[config.mk]
export PLATFORM = sky130hd
export DESIGN_NAME = stm_timer
export DESIGN_NICKNAME = d
export VERILOG_FILES = /design/src/stm_pkg.sv /design/src/stm_timer.sv /design/src/stm_edge.sv /design/src/stm_cmp.sv
export SDC_FILE = /design/constraint.sdc
export NUM_CORES = 1
export LEC_CHECK = 0
export BUFFER_PORTS_ARGS = -buffer_cell sky130_fd_sc_hd__buf_4
export CAP_MARGIN = 30
export CORE_UTILIZATION = 40
export DETAILED_ROUTE_END_ITERATION = 8
export RECOVER_POWER = 100
export SYNTH_ARGS = -nofsm -noshare
export SYNTH_HDL_FRONTEND = slang
export SYNTH_SLANG_ARGS = --single-unit
[constraint.sdc]
create_clock -name mclk -period 4.41 [get_ports mclk]
set_input_delay 0.441 -clock mclk [delete_from_list [all_inputs] [get_ports mclk]]
set_output_delay 0.441 -clock mclk [all_outputs]
set_load 0.1 [all_outputs]
[src/stm_pkg.sv]
// package of constants and carrier types for the standard timer block
package stm_pkg;

    // ----------------------------------------------------------------
    // register map (byte offsets on the plain register port)
    // ----------------------------------------------------------------
    localparam logic [3:0] ADDR_CTRL0    = 4'h0;  // run bit
    localparam logic [3:0] ADDR_CTRL1    = 4'h1;  // mode, pin function, options
    localparam logic [3:0] ADDR_CNT_LO   = 4'h2;  // counter low byte (read only)
    localparam logic [3:0] ADDR_CNT_HI   = 4'h3;  // counter high byte (read only)
    localparam logic [3:0] ADDR_CMPA_LO  = 4'h4;  // compare register a low byte
    localparam logic [3:0] ADDR_CMPA_HI  = 4'h5;  // compare register a high byte
    localparam logic [3:0] ADDR_CMPP     = 4'h6;  // compare register p
    localparam logic [3:0] ADDR_STATUS   = 4'h7;  // sticky match flags, write one to clear

    // ----------------------------------------------------------------
    // field positions in ctrl1 and ctrl0
    // ----------------------------------------------------------------
    localparam int POS_MODE  = 6;  // timer_mode_field [7:6]
    localparam int POS_PINF  = 4;  // pin_function_select [5:4]
    localparam int POS_OCL   = 3;  // output_initial_level
    localparam int POS_POL   = 2;  // output_polarity_invert
    localparam int POS_SWAP  = 1;  // period_duty_swap_select
    localparam int POS_CLRS  = 0;  // counter_clear_source_select
    localparam int POS_SRC   = 7;  // ctrl0 bit 7: capture source (1 = filter)
    localparam int POS_TEDGE = 6;  // ctrl0 bit 6: trigger pin edge (1 = falling)
    localparam int POS_RUN   = 0;  // ctrl0 bit 0: timer_run_bit

    // ----------------------------------------------------------------
    // reset values
    // ----------------------------------------------------------------
    localparam logic [7:0]  RST_BYTE = 8'h00;
    localparam logic [15:0] RST_WORD = 16'h0000;

    // ----------------------------------------------------------------
    // modes and pin functions
    // ----------------------------------------------------------------
    localparam logic [1:0] MODE_CMP  = 2'h0;  // compare match (not built)
    localparam logic [1:0] MODE_CAP  = 2'h1;  // capture input
    localparam logic [1:0] MODE_PWM  = 2'h2;  // pwm or single pulse
    localparam logic [1:0] MODE_TMR  = 2'h3;  // timer/counter (not built)
    localparam logic [1:0] PINF_LOW  = 2'h0;  // pwm: forced low / cap: rising
    localparam logic [1:0] PINF_HIGH = 2'h1;  // pwm: forced high / cap: falling
    localparam logic [1:0] PINF_PWM  = 2'h2;  // pwm: waveform / cap: both
    localparam logic [1:0] PINF_ONE  = 2'h3;  // single pulse / cap: disabled

    // ----------------------------------------------------------------
    // timing: clock and the 256-clock compare p granule
    // ----------------------------------------------------------------
    localparam int CLK_NS      = 50;   // mclk period in ns
    localparam int P_GRANULE   = 256;  // clocks per compare p step
    localparam int FULL_PERIOD = 65536;

    // ----------------------------------------------------------------
    // carriers
    // ----------------------------------------------------------------
    typedef struct packed {
        logic [1:0] mode;    // timer_mode_field
        logic [1:0] pinf;    // pin_function_select
        logic       ocl;     // output_initial_level
        logic       pol;     // output_polarity_invert
        logic       swap;    // period_duty_swap_select
        logic       clrs;    // counter_clear_source_select
    } stm_cfg_t;

    typedef struct packed {
        logic [3:0] addr;    // register offset
        logic [7:0] wdata;   // write data
        logic       wr;      // write strobe
        logic       rd;      // read strobe
    } stm_bus_t;

endpackage

[src/stm_timer.sv]
// standard timer: pwm, single pulse and capture modes with register port
`timescale 1ns/1ns
// How it works
// - swap set: period from a, duty p*256
// - period-source match clears counter, new period
// - pwm keeps running while pin forced
// - clear-source bit ignored in pwm
// - run rising starts counter and pulse
// - trigger pin edge sets run bit
// - software clear or a match ends pulse
// - a match in pulse mode raises irq
// - pulse counter zeroed only by run rising
// - capture from pin or filter output
// - active edge latches counter into a
// - capture counter free-runs until run falls
// - p match clears counter, raises irq
// - pin field picks edge, 11 disables
// - level, polarity, clear, swap ignored
// - pin transitions capture even when output
// - p against top byte, zero 65536
module stm_timer #(
    parameter int W = 16  // counter width
) (
    input  wire logic       mclk,                   // system clock, 20 MHz
    input  wire logic       rst_n,                  // async reset, active low
    input  wire logic [3:0] addr,                   // register offset
    input  wire logic [7:0] wdata,                  // write data
    input  wire logic       wr,                     // write strobe
    input  wire logic       rd,                     // read strobe
    output logic      [7:0] rdata,                  // read data, cycle after rd
    input  wire logic       external_trigger_pin,   // single pulse trigger
    input  wire logic       capture_input_pin,      // capture source pin
    input  wire logic       noise_filter_input_pin, // filtered capture source
    output logic            timer_out,              // timer output pin level
    output logic            timer_irq               // one-cycle match/capture request
);

    // ----------------------------------------------------------------
    // registers
    // ----------------------------------------------------------------
    logic [7:0]      ctrl0;               // run, trigger edge, capture source
    stm_pkg::stm_cfg_t cfg;               // ctrl1 fields
    logic [W-1:0]    cnt;                 // counter
    logic [W-1:0]    compare_register_a;  // compare a / capture latch
    logic [7:0]      compare_register_p;  // compare p
    logic [1:0]      flags;               // sticky [1]=p match [0]=a match/capture
    logic            wave;                // raw waveform before polarity

    logic            run;                 // timer_run_bit
    logic            run_rise;            // run 0->1
    logic            run_fall;            // run 1->0
    logic            trg_rise;            // trigger pin rising
    logic            trg_fall;            // trigger pin falling
    logic            cap_rise;            // capture source rising
    logic            cap_fall;            // capture source falling
    logic            hit_a;               // comparator a
    logic            hit_p;               // comparator p
    logic            cap_src;             // selected capture level

    // ----------------------------------------------------------------
    // mode decode
    // ----------------------------------------------------------------
    wire is_cap   = (cfg.mode == stm_pkg::MODE_CAP);
    wire is_pwmm  = (cfg.mode == stm_pkg::MODE_PWM);
    wire is_pulse = is_pwmm && (cfg.pinf == stm_pkg::PINF_ONE);
    wire is_pwm   = is_pwmm && !is_pulse;
    wire wr_ctrl0 = wr && (addr == stm_pkg::ADDR_CTRL0);
    wire wr_ctrl1 = wr && (addr == stm_pkg::ADDR_CTRL1);

    assign run = ctrl0[stm_pkg::POS_RUN];

    // ----------------------------------------------------------------
    // edge detectors and comparators
    // ----------------------------------------------------------------
    // capture source: pin or filter output; pin edges count even if it drives out
    assign cap_src = ctrl0[stm_pkg::POS_SRC] ? noise_filter_input_pin
                                             : capture_input_pin;

    stm_edge u_run_edge (
        .mclk  (mclk),
        .rst_n (rst_n),
        .din   (run),
        .rise  (run_rise),
        .fall  (run_fall)
    );

    stm_edge u_trg_edge (
        .mclk  (mclk),
        .rst_n (rst_n),
        .din   (external_trigger_pin),
        .rise  (trg_rise),
        .fall  (trg_fall)
    );

    stm_edge u_cap_edge (
        .mclk  (mclk),
        .rst_n (rst_n),
        .din   (cap_src),
        .rise  (cap_rise),
        .fall  (cap_fall)
    );

    stm_cmp #(
        .W (W)
    ) u_cmp (
        .cnt   (cnt),
        .cmpa  (compare_register_a),
        .cmpp  (compare_register_p),
        .hit_a (hit_a),
        .hit_p (hit_p)
    );

    // ----------------------------------------------------------------
    // event decode
    // ----------------------------------------------------------------
    // capture edge select; 11 disables capture only
    wire cap_evt = is_cap && run && (
                   (cfg.pinf == stm_pkg::PINF_LOW  && cap_rise) ||
                   (cfg.pinf == stm_pkg::PINF_HIGH && cap_fall) ||
                   (cfg.pinf == stm_pkg::PINF_PWM  && (cap_rise | cap_fall)));
    // trigger pin active edge, chosen in ctrl0
    wire trg_evt = is_pulse && !run &&
                   (ctrl0[stm_pkg::POS_TEDGE] ? trg_fall : trg_rise);
    // a match ends the pulse and drops the run bit
    wire pulse_end = is_pulse && run && hit_a && !run_rise;
    // pwm period end: swap picks which comparator clears; clear-source ignored
    wire pwm_clr = cfg.swap ? hit_a : hit_p;
    // pwm duty: compare to a, or p*256 (p zero = whole 65536)
    wire [W:0] duty_p = (compare_register_p == 8'h00) ? (W+1)'(stm_pkg::FULL_PERIOD)
                      : {1'b0, compare_register_p, 8'h00};
    wire [W:0] duty   = cfg.swap ? duty_p : {1'b0, compare_register_a};
    wire       pwm_act = ({1'b0, cnt} < duty);
    // irq sources per mode
    wire irq_a = (is_pulse && pulse_end) || cap_evt ||
                 (is_pwm && run && hit_a);
    wire irq_p = (is_cap && run && hit_p) || (is_pwm && run && hit_p);

    // ----------------------------------------------------------------
    // counter next value
    // ----------------------------------------------------------------
    logic [W-1:0] next_cnt;
    always_comb begin
        next_cnt = cnt;
        if (run_rise) begin
            next_cnt = '0;
        end else if (!run) begin
            next_cnt = cnt;                         // stopped, holds value
        end else if (is_cap) begin
            next_cnt = hit_p ? '0 : cnt + 1'b1;
        end else if (is_pwm) begin
            next_cnt = pwm_clr ? '0 : cnt + 1'b1;
        end else if (is_pulse) begin
            next_cnt = pulse_end ? cnt : cnt + 1'b1;
        end else begin
            next_cnt = cnt + 1'b1;                  // other modes just count
        end
    end

    // ----------------------------------------------------------------
    // run bit: software write, trigger set, match clear
    // ----------------------------------------------------------------
    logic next_run;
    always_comb begin
        next_run = run;
        if (wr_ctrl0) begin
            next_run = wdata[stm_pkg::POS_RUN];
        end
        if (pulse_end) begin
            next_run = 1'b0;
        end
        if (trg_evt) begin
            next_run = 1'b1;
        end
    end

    // control register 0
    always_ff @(posedge mclk or negedge rst_n) begin
        if (!rst_n) begin
            ctrl0 <= stm_pkg::RST_BYTE;
        end else begin
            if (wr_ctrl0) begin
                ctrl0 <= {wdata[7:6], 5'h00, next_run};
            end else begin
                ctrl0 <= {ctrl0[7:6], 5'h00, next_run};
            end
        end
    end

    // control register 1
    always_ff @(posedge mclk or negedge rst_n) begin
        if (!rst_n) begin
            cfg <= stm_pkg::stm_cfg_t'(stm_pkg::RST_BYTE);
        end else if (wr_ctrl1) begin
            cfg <= stm_pkg::stm_cfg_t'(wdata);
        end
    end

    // counter
    always_ff @(posedge mclk or negedge rst_n) begin
        if (!rst_n) begin
            cnt <= stm_pkg::RST_WORD;
        end else begin
            cnt <= next_cnt;
        end
    end

    // compare a: software write or capture latch; capture wins
    always_ff @(posedge mclk or negedge rst_n) begin
        if (!rst_n) begin
            compare_register_a <= stm_pkg::RST_WORD;
        end else if (cap_evt) begin
            compare_register_a <= cnt;
        end else if (wr && addr == stm_pkg::ADDR_CMPA_LO) begin
            compare_register_a[7:0] <= wdata;
        end else if (wr && addr == stm_pkg::ADDR_CMPA_HI) begin
            compare_register_a[15:8] <= wdata;
        end
    end

    // compare p
    always_ff @(posedge mclk or negedge rst_n) begin
        if (!rst_n) begin
            compare_register_p <= stm_pkg::RST_BYTE;
        end else if (wr && addr == stm_pkg::ADDR_CMPP) begin
            compare_register_p <= wdata;
        end
    end

    // sticky flags: set beats write-one-to-clear
    wire [1:0] flag_clr = (wr && addr == stm_pkg::ADDR_STATUS) ? wdata[1:0] : 2'h0;
    always_ff @(posedge mclk or negedge rst_n) begin
        if (!rst_n) begin
            flags <= 2'h0;
        end else begin
            flags <= (flags & ~flag_clr) | {irq_p, irq_a};
        end
    end

    // ----------------------------------------------------------------
    // output waveform
    // ----------------------------------------------------------------
    // wave is the active level before the initial-level/polarity mapping;
    // capture mode leaves the pin at rest and ignores those bits
    logic next_wave;
    always_comb begin
        next_wave = 1'b0;
        if (is_pwm) begin
            next_wave = run & pwm_act;
        end else if (is_pulse) begin
            next_wave = next_run;
        end
    end

    // pin level: forced in pwm 00/01, mapped otherwise; capture keeps low
    wire pin_lvl = (is_pwm && cfg.pinf == stm_pkg::PINF_LOW)  ? 1'b0 :
                   (is_pwm && cfg.pinf == stm_pkg::PINF_HIGH) ? 1'b1 :
                   is_cap ? 1'b0 :
                   ((next_wave ? cfg.ocl : ~cfg.ocl) ^ cfg.pol);

    always_ff @(posedge mclk or negedge rst_n) begin
        if (!rst_n) begin
            wave      <= 1'b0;
            timer_out <= 1'b0;
            timer_irq <= 1'b0;
        end else begin
            wave      <= next_wave;
            timer_out <= pin_lvl;
            timer_irq <= irq_a | irq_p;
        end
    end

    // ----------------------------------------------------------------
    // read port
    // ----------------------------------------------------------------
    logic [7:0] rsel;
    always_comb begin
        unique case (addr)
            stm_pkg::ADDR_CTRL0:   rsel = ctrl0;
            stm_pkg::ADDR_CTRL1:   rsel = cfg;
            stm_pkg::ADDR_CNT_LO:  rsel = cnt[7:0];
            stm_pkg::ADDR_CNT_HI:  rsel = cnt[15:8];
            stm_pkg::ADDR_CMPA_LO: rsel = compare_register_a[7:0];
            stm_pkg::ADDR_CMPA_HI: rsel = compare_register_a[15:8];
            stm_pkg::ADDR_CMPP:    rsel = compare_register_p;
            stm_pkg::ADDR_STATUS:  rsel = {5'h00, wave, flags};
            default:               rsel = 8'h00;
        endcase
    end

    always_ff @(posedge mclk or negedge rst_n) begin
        if (!rst_n) begin
            rdata <= 8'h00;
        end else begin
            rdata <= rd ? rsel : 8'h00;
        end
    end
endmodule

[src/stm_edge.sv]
// edge detector for a synchronous level: rise and fall
`timescale 1ns/1ns
module stm_edge (
    input  wire logic mclk,   // system clock
    input  wire logic rst_n,  // async reset, active low
    input  wire logic din,    // level to watch
    output logic      rise,   // one-cycle pulse on 0->1
    output logic      fall    // one-cycle pulse on 1->0
);

    logic prev;  // last sample of din

    // ----------------------------------------------------------------
    // sample history
    // ----------------------------------------------------------------
    // remember previous level
    always_ff @(posedge mclk or negedge rst_n) begin
        if (!rst_n) begin
            prev <= 1'b0;
        end else begin
            prev <= din;
        end
    end

    assign rise = din & ~prev;
    assign fall = ~din & prev;

endmodule

[src/stm_cmp.sv]
// comparator pair: compare a on all 16 bits, compare p on the top byte
`timescale 1ns/1ns
module stm_cmp #(
    parameter int W = 16  // counter width
) (
    input  wire logic [W-1:0] cnt,    // counter value
    input  wire logic [W-1:0] cmpa,   // compare register a
    input  wire logic [7:0]   cmpp,   // compare register p
    output logic              hit_a,  // counter equals compare a
    output logic              hit_p   // counter reached the end of a p period
);

    // ----------------------------------------------------------------
    // match decode
    // ----------------------------------------------------------------
    assign hit_a = (cnt == cmpa);
    // p compares the top byte; zero means the full 65536 wrap
    assign hit_p = (cmpp == 8'h00) ? (cnt == {W{1'b1}})
                 : ((cnt[W-1:W-8] == cmpp - 8'h01) && (cnt[W-9:0] == {(W-8){1'b1}}));

endmodule

**Yosys cells after proc, flatten, opt, wreduce, memory -nomap -nowiden**

Index checks and enable logic that the tools add are counted.

- Add/sub/neg operators: 2
- Magnitude comparators: 1
- Equality and inequality tests: 18
- Multiplexer cells: 30
- Bitwise operators: 18
- Reductions and logical operators: 42

Operators by type and width:

| operator | count |
|---|---|
| 16-bit two-way mux | 9 |
| 8-bit one-hot mux with 8 select lines | 1 |
| 17-bit two-way mux | 2 |
| 8-bit two-way mux | 4 |
| 1-bit logical AND | 26 |
| 16-bit by 17-bit less-than comparator with 1-bit output | 1 |
| 16-bit by 1-bit adder with 16-bit output, second input constant | 1 |
| 16-bit equality test | 1 |
| 16-bit equality test, second input constant | 1 |
| 4-bit by 3-bit equality test with 1-bit output, second input constant | 4 |
| 1-bit two-way mux | 13 |
| 4-bit by 2-bit equality test with 1-bit output, second input constant | 2 |
| 8-bit equality test | 1 |
| 8-bit equality test, second input constant | 1 |
| 8-bit logical NOT | 1 |
| 8-bit by 1-bit subtractor with 8-bit output, second input constant | 1 |
| 1-bit AND | 6 |
| 2-bit equality test, second input constant | 3 |
| 1-bit inverter | 6 |
| 2-bit nonzero test | 3 |
| 1-bit logical OR | 5 |
| 5-bit inequality test, second input constant | 1 |
| 2-bit by 1-bit equality test with 1-bit output, second input constant | 2 |
| 4-bit by 1-bit equality test with 1-bit output, second input constant | 1 |
| 11 further kinds | 15 |

- Register bits: 72
- Output and inout port bits: 10
- Logic and storage cells: 131

**Logic depth before layout (Yosys ltp)**

Gate-level depths: netlist of run 1.

- Depth in word-level cells: 14
- Depth in mapped cells: 14

**Hierarchy**

A second synthesis of run 1 with hierarchy kept.

- Cell total of the unflattened synthesis: 458
- Area, all modules: 4,475.5 um^2

By module, submodules not included:

| module | times used | cells an instance | area an instance (um^2) |
|---|---|---|---|
| stm_timer | 1 | 383 | 3,868.7 |
| stm_cmp | 1 | 66 | 486.7 |
| stm_edge | 3 | 3 | 40.0 |

**Worst setup path after synthesis of run 1**

Ideal clock, no wire load.

- Path kind: register to register
- Start: register cfg[1] (netlist bit)
- End: register timer_out
- Arrival: 2.633 ns
- Slack: 1.681 ns
- Stages on the path, launching flop included: 12
- Cell sequence: dfrtp_1 -> clkbuf_1 -> clkbuf_1 -> a31oi_1 -> ha_1 -> nand2_1 -> a2111oi_0 -> o21ai_0 -> a32o_1 -> a31o_2 -> xnor2_1 -> o31ai_1

- Longest elaborated chain between the ends: 9

RTL lines:

| item | line | RTL |
|---|---|---|
| start: declaration | stm_timer.sv:42 | `stm_pkg::stm_cfg_t cfg;` |
| start signal: assignment | stm_timer.sv:192 | `cfg <= stm_pkg::stm_cfg_t'(stm_pkg::RST_BYTE);` |
| start signal: assignment | stm_timer.sv:194 | `cfg <= stm_pkg::stm_cfg_t'(wdata);` |
| 17-bit two-way mux | stm_timer.sv:131 | `wire [W:0] duty = cfg.swap ? duty_p : {1'b0, compare_register_a};` |
| 16-bit by 17-bit less-than comparator with 1-bit output | stm_timer.sv:132 | `wire pwm_act = ({1'b0, cnt} < duty);` |
| 1-bit AND | stm_timer.sv:248 | `next_wave = run & pwm_act;` |
| 1-bit two-way mux | stm_timer.sv:247 | `if (is_pwm) begin` |
| via next_wave | stm_timer.sv:244 | `logic next_wave;` |
| 1-bit two-way mux | stm_timer.sv:258 | `((next_wave ? cfg.ocl : ~cfg.ocl) ^ cfg.pol);` |
| 1-bit bitwise XOR | stm_timer.sv:258 |  |
| 1-bit two-way mux | stm_timer.sv:257 | `is_cap ? 1'b0 :` |
| 1-bit two-way mux | stm_timer.sv:256 | `(is_pwm && cfg.pinf == stm_pkg::PINF_HIGH) ? 1'b1 :` |
| 1-bit two-way mux | stm_timer.sv:255 | `wire pin_lvl = (is_pwm && cfg.pinf == stm_pkg::PINF_LOW) ? 1'b0 :` |
| via pin_lvl | stm_timer.sv:255 |  |
| end signal: assignment | stm_timer.sv:267 | `timer_out <= pin_lvl;` |
| end: declaration | stm_timer.sv:34 | `output logic timer_out,` |

The timed path passes the listed nets, and every way through them passes these cells.
A chain may end at the register's enable or synchronous reset.

**Final worst setup path of run 1**

- Start: register compare_register_p[3]
- End: register cnt[10]

- Longest elaborated chain between the ends: 10
- Elaborated cells on any way between the ends: 12

RTL lines:

| item | line | RTL |
|---|---|---|
| start: declaration | stm_timer.sv:45 | `logic [7:0] compare_register_p;` |
| start signal: assignment | stm_timer.sv:223 | `compare_register_p <= stm_pkg::RST_BYTE;` |
| start signal: assignment | stm_timer.sv:225 | `compare_register_p <= wdata;` |
| 8-bit by 1-bit subtractor with 8-bit output | stm_cmp.sv:19 | `: ((cnt[W-1:W-8] == cmpp - 8'h01) && (cnt[W-9:0] == {(W-8){1'b1}}));` |
| 8-bit equality test | stm_cmp.sv:19 |  |
| 1-bit logical AND | stm_cmp.sv:19 |  |
| 1-bit two-way mux (*) | stm_cmp.sv:18 | `assign hit_p = (cmpp == 8'h00) ? (cnt == {W{1'b1}})` |
| 1-bit two-way mux | stm_timer.sv:127 | `wire pwm_clr = cfg.swap ? hit_a : hit_p;` |
| 16-bit two-way mux | stm_timer.sv:151 | `next_cnt = pwm_clr ? '0 : cnt + 1'b1;` |
| 16-bit two-way mux | stm_timer.sv:150 | `end else if (is_pwm) begin` |
| 16-bit two-way mux (*) | stm_timer.sv:148 | `end else if (is_cap) begin` |
| 16-bit two-way mux (*) | stm_timer.sv:146 | `end else if (!run) begin` |
| 16-bit two-way mux (*) | stm_timer.sv:144 | `if (run_rise) begin` |
| end signal: assignment | stm_timer.sv:201 | `cnt <= stm_pkg::RST_WORD;` |
| end signal: assignment | stm_timer.sv:203 | `cnt <= next_cnt;` |
| end: declaration | stm_timer.sv:43 | `logic [W-1:0] cnt;` |

Mark *: on every way between the ends. The rest lies on a longest branch, timed or not. The select of a mux whose other input is x is not followed.

==> results of run 1 <==
==> cell type report <==
class                      instances  share of cell area
sequential                        67               0.330
clock buffer                      11              0.0497
inverter                          11             0.00812
timing repair buffer              32              0.0364
tap                              140              0.0344
multi-input combinational        386               0.530
clock inverter                     5              0.0116
==> registers in the layout, summed over array words and instances (netlist names) <==
signal / cells
timer_irq: 1
rdata: 8
cnt: 16
u_run_edge.prev: 1
flags: 2
compare_register_p: 8
cfg: 8
compare_register_a: 16
ctrl0: 3
timer_out: 1
u_cap_edge.prev: 1
u_trg_edge.prev: 1
wave: 1
==> cell families after synthesis <==
family	synth area share
flip-flops	0.365
XOR/XNOR	0.0515
buffers and inverters	0.0409
AO/OA/AOI/OAI	0.169
AND/OR/NAND/NOR	0.202
multiplexers	0.120
adder cells (fa/ha/maj)	0.0518
==> worst max-delay path, stage by stage, from the launching register on <==
cell,delay (ps)
dfrtp_1,470
or4_4,550
or4b_1,490
nand3_1,110
a31o_4,180
a211oi_1,100
o211ai_2,850
o21ai_0,200
a21o_1,220
==> power by group through the flow <==
stage / logic, mW / clock network, mW / registers, mW
finish: 0.784 / 0.757 / 1.01
floorplan: 0.598 / 0 / 0.955
CTS: 0.806 / 0.767 / 1.01
global route: 0.878 / 0.795 / 1.03
global placement: 0.778 / 0 / 1.02
detailed placement: 0.804 / 0 / 1.02
==> through the flow <==
stage | cells | total power [mW] | util | worst slack (ps)
3_3_place_gp | 634 | 1.79 | 0.439 | 1340
2_1_floorplan | 497 | 1.55 | - | 1680
5_1_grt | 652 | 2.70 | 0.461 | 719
4_1_cts | 651 | 2.58 | 0.469 | 1180
3_5_place_dp | 635 | 1.82 | 0.440 | 1200
6_report | 652 | 2.55 | 0.461 | 1110
==> per-layer routing <==
layer  GRT usage  vias up
li1            -     1812
met1       0.344     1939
met2       0.368      132
met3      0.0383       27
met4      0.0898        0
met5           0        -
==> synth_stat cells, types with 11 or more instances <==
cell / instances
a21oi_1: 21
clkbuf_1: 24
dfrtp_1: 67
ha_1: 19
mux2_2: 21
mux2i_1: 29
nand2_1: 52
nand2b_1: 11
nand3_1: 12
nor2_1: 35
nor2b_1: 12
o21ai_0: 32
xor2_1: 19
==> how the worst min path moves through the flow <==
stage               cells after the start                   endpoint                 start  slack [ps]
floorplan                               0         cfg[0]$_DFFE_PN0P_                 rst_n         150
global placement                        2         flags[1]$_DFF_PN0_    flags[1]$_DFF_PN0_         480
detailed placement                      2         flags[1]$_DFF_PN0_    flags[1]$_DFF_PN0_         480
CTS                                     1  u_trg_edge.prev$_DFF_PN0_  external_trigger_pin         220
global route                            1  u_trg_edge.prev$_DFF_PN0_  external_trigger_pin         250
finish                                  1  u_trg_edge.prev$_DFF_PN0_  external_trigger_pin         250
==> impl_metrics.ini, run 1 <==
[run_status]
status = finished, violations left
violations = capacitance limit, slew limit

[finish]
n_fill_cell = 1088
nets = 545
final_cell_mix = dfrtp_1 (67), nand2_1 (52), o21ai_0 (36), nor2_1 (35), mux2i_1 (29)
final_common_cell = dfrtp_1
seq_area_sq_um = 1680
areaGrowthSynthToFinish_pct = 10.9
stdcell_area_sq_um = 5090
diodes = 0
layout-drive-gt1-share = 0.137
multi_input_comb_area_sq_um = 2700

[timing]
max_freq_mhz = 303
rsz0062_at_grt = no
whs_ps = 249
finalCritPeriodShare = 0.748
setup_tns_ps = 0
finClkSkew_ps = 8.62
slew_headroom = -0.182
finalSetupViolations = 0
worstMarginPinSlew_ps = 1770
post-route-min-period_ps = 3300
hold_violations = 0
maxSlewViolCount = 68

[detailed_routing]
met3_length_um = 900
wirelength_mm = 13.5
postRouteAntennaNets = 0
drc = 0
top_layer = met4
viasPerCell = 6.00
wl_met1_mm = 6.15
vias = 3910
met2WireLength_mm = 6.11
wl_per_cell_um = 20.7
dr.pass1.iters = 5
dr.first_iter.drc_count = 423

[critical_path]
endpoint_kind = register
reg2regPathDepth = 8
worstSetupEndpoint = cnt[10]$_DFFE_PN0P_
rr_startpoint = compare_register_p[3]$_DFFE_PN0P_
crit_start = compare_register_p[3]$_DFFE_PN0P_
cp_max_fo = 22
critPathKind = reg2reg
crit_arrival_ps = 3520
rrSetupSlack_ps = 1110
rr_endpoint = cnt[10]$_DFFE_PN0P_
critPathRequiredTime_ps = 4630
start_kind = register

[yosys]
ys_seq_area_frac = 0.365
postSynthAreaPerCell_sq_um = 9.23
async_flop_share = 1.00
synth_edf_count = 0
yosys_most_used_dff = dfrtp_1
ys_ff_latch = 67
synth_top_area_cell = dfrtp_1
synth_area_sq_um = 4590
synth_area_leaders = dfrtp_1 (37%), mux2i_1 (6.3%), ha_1 (5.2%)
synth-warning-count = 0
syn_nets = 535
yosysUniqueCellTypes = 59
synth_cells = 497
synth_top_area_frac = 0.365

[power]
power_frac_clock = 0.296
peakVddDrop_mv = 0.264
internal-power_mw = 1.56
powerDensity_nw_per_um2 = 502
power.switching_uw = 997
p_leak_nw = 2.26
p_sw_frac = 0.391
power_frac_comb = 0.307
power_frac_seq = 0.396

[clock_network]
post_cts_buffers = 0
cts.sinks = 67
cts_buffer_depth = 2
root_buffer = clkbuf_16
cts_tree = yes
ctsResizeCount = 0
htree_levels = 3
cts-buffers-inserted = 9
clkSlewWorstSetupHoldPaths_ps = 60
hold_buffers = 0
clkLatencyLatePin_ps = 340

[global_route]
overflow = 0
grt_antenna_before_repair = 0
grt_max_degree = 68
grt_pass1_wl_mm = 21.1
grt_usage = 0.242
grt_pass1_vias = 3684

[floorplanning]
pin_count = 29
die-area_sq_um = 11900
core_area_sq_um = 11000
rows = 38
initial_core_util = 0.416
die_w_um = 109
die_h_um = 109

[placed_design]
io_buffer_count = 28
gp_congestion = 0.919
dp_hpwl_mm = 9.73
place_area_sq_um = 4860

[job]
maxCapViolations = 1

[hold_path]
hp-class = in2reg
Power figures use the tool's default switching activity.
==> run 2, diff against run 1 <==
==> constraint.sdc (replaced) <==
create_clock -name mclk -period 2.95 [get_ports mclk]
set_input_delay 0.295 -clock mclk [delete_from_list [all_inputs] [get_ports mclk]]
set_output_delay 0.295 -clock mclk [all_outputs]
set_load 0.1 [all_outputs]
==> impl_metrics.ini, run 2 (same netlist as run 1, synthesis figures left out) <==
[run_status]
status = finished, violations left
violations = capacitance limit, slew limit

[timing]
finalSetupViolations = 0
worstMarginPinSlew_ps = 1790
finalCritPeriodShare = 0.954
slew_headroom = -0.190
hold_violations = 0
post-route-min-period_ps = 2810
setup_tns_ps = 0
rsz0062_at_grt = no
maxSlewViolCount = 68
max_freq_mhz = 355
finClkSkew_ps = 5.31

[power]
powerDensity_nw_per_um2 = 756
peakVddDrop_mv = 0.335
p_total_mw = 4.05
p_leak_nw = 2.41

[placed_design]
dp_hpwl_mm = 10.3
place_area_sq_um = 5060
io_buffer_count = 28
gp_congestion = 0.958

[clock_network]
clkSlewWorstSetupHoldPaths_ps = 60
cts_buffer_depth = 2
cts-buffers-inserted = 9
htree_levels = 3
hold_buffers = 0
root_buffer = clkbuf_16
cts.sinks = 67
cts_tree = yes
clkLatencyLatePin_ps = 340

[global_route]
grt_usage = 0.251
grt_pass1_vias = 3796
grt_antenna_before_repair = 0
grt_pass1_wl_mm = 21.6
overflow = 0
grt_max_degree = 68

[detailed_routing]
wirelength_mm = 14.0
vias = 4005
wl_per_cell_um = 20.6
dr.first_iter.drc_count = 331
dr.pass1.iters = 5
viasPerCell = 5.92
postRouteAntennaNets = 0
drc = 0

[floorplanning]
die_h_um = 109
pin_count = 29
rows = 38
initial_core_util = 0.416
core_area_sq_um = 11000
die_w_um = 109
die-area_sq_um = 11900

[critical_path]
critPathRequiredTime_ps = 3230
start_kind = register
cp_max_fo = 22
crit_arrival_ps = 3090
endpoint_kind = register
critPathKind = reg2reg

[finish]
largestRegisters = cnt (16), compare_register_a (16)
areaGrowthSynthToFinish_pct = 16.6
final_cell_mix = dfrtp_1 (67), nand2_1 (52), buf_4 (41), nor2_1 (35), o21ai_0 (34)
n_fill_cell = 1033
diodes = 0
nets = 570
layout-drive-gt1-share = 0.188
final_common_cell = dfrtp_1
stdcell_area_sq_um = 5350

[job]
maxCapViolations = 1

[hold_path]
hp-class = in2reg
==> run 2: cell count changes in the layout (fill, tap and decap cells not counted), sizes merged <==
| cell | previous run | this run |
|---|---|---|
| clkbuf | 26 | 25 |
| clkinv | 2 | 3 |
| buf | 17 | 42 |
| bufinv | 1 | 2 |
| inv | 11 | 10 |
==> run 2: final timing paths <==
check                                             startpoint                   endpoint  slack (ps)  cells after the start
hold reg to reg                           cfg[0]$_DFFE_PN0P_         cfg[0]$_DFFE_PN0P_         510                      1
setup reg to reg           compare_register_p[1]$_DFFE_PN0P_         cnt[5]$_DFFE_PN0P_         140                      9
max in group asynchronous                              rst_n         flags[0]$_DFF_PN0_        1460                      1
min in group asynchronous                              rst_n        cnt[13]$_DFFE_PN0P_         410                      1
hold / removal                          external_trigger_pin  u_trg_edge.prev$_DFF_PN0_         100                      1
setup / recovery           compare_register_p[1]$_DFFE_PN0P_         cnt[5]$_DFFE_PN0P_         140                      9
==> run 2: power breakdown <==
part,internal [mW],switching (mW),total [mW]
registers,1.13,0.298,1.43
logic,0.603,0.831,1.43
clock network,0.762,0.422,1.18
==> run 2: area by class of cell <==
class                      count  area (sq um)  area share
clock inverter                 6          88.8      0.0166
timing repair buffer          57           387      0.0723
sequential                    67          1680       0.313
clock buffer                  10           239      0.0447
inverter                      11          41.3     0.00772
tap                          140           175      0.0327
multi-input combinational    386          2740       0.513
==> run 2: critical path, stage by stage (launching register included) <==
cell	delay, ps
dfrtp_1	440
or4_4	590
or3_1	330
a21o_1	190
a31o_4	270
a211oi_4	260
o211ai_4	130
buf_12	180
nor4_2	250
a21o_1	110
==> run 2: stage by stage <==
step	instances	setup WS (ps)	util	hold WS, ps
final	677	136	0.485	97.3
after global routing	677	1.84	0.485	92.8
after floorplan	497	221	-	-0.591
after global placement	661	190	0.458	419
after detailed placement	661	46.6	0.458	422
after CTS	677	59.2	0.488	63.3
==> run 2: per-layer routing <==
metal  vias up  routed length (um)  global-route usage
met4         0                 425               0.124
met2       162                6310               0.377
met3        24                 974              0.0568
li1       1860                   -                   -
met5         -                   0                   0
met1      1959                6240               0.338
==> run 2: timing repair <==
item / in CTS / in global routing
setup endpoints to repair: 0 / 9
resized for setup: 0 / 4
buffers inserted: 0 / 0
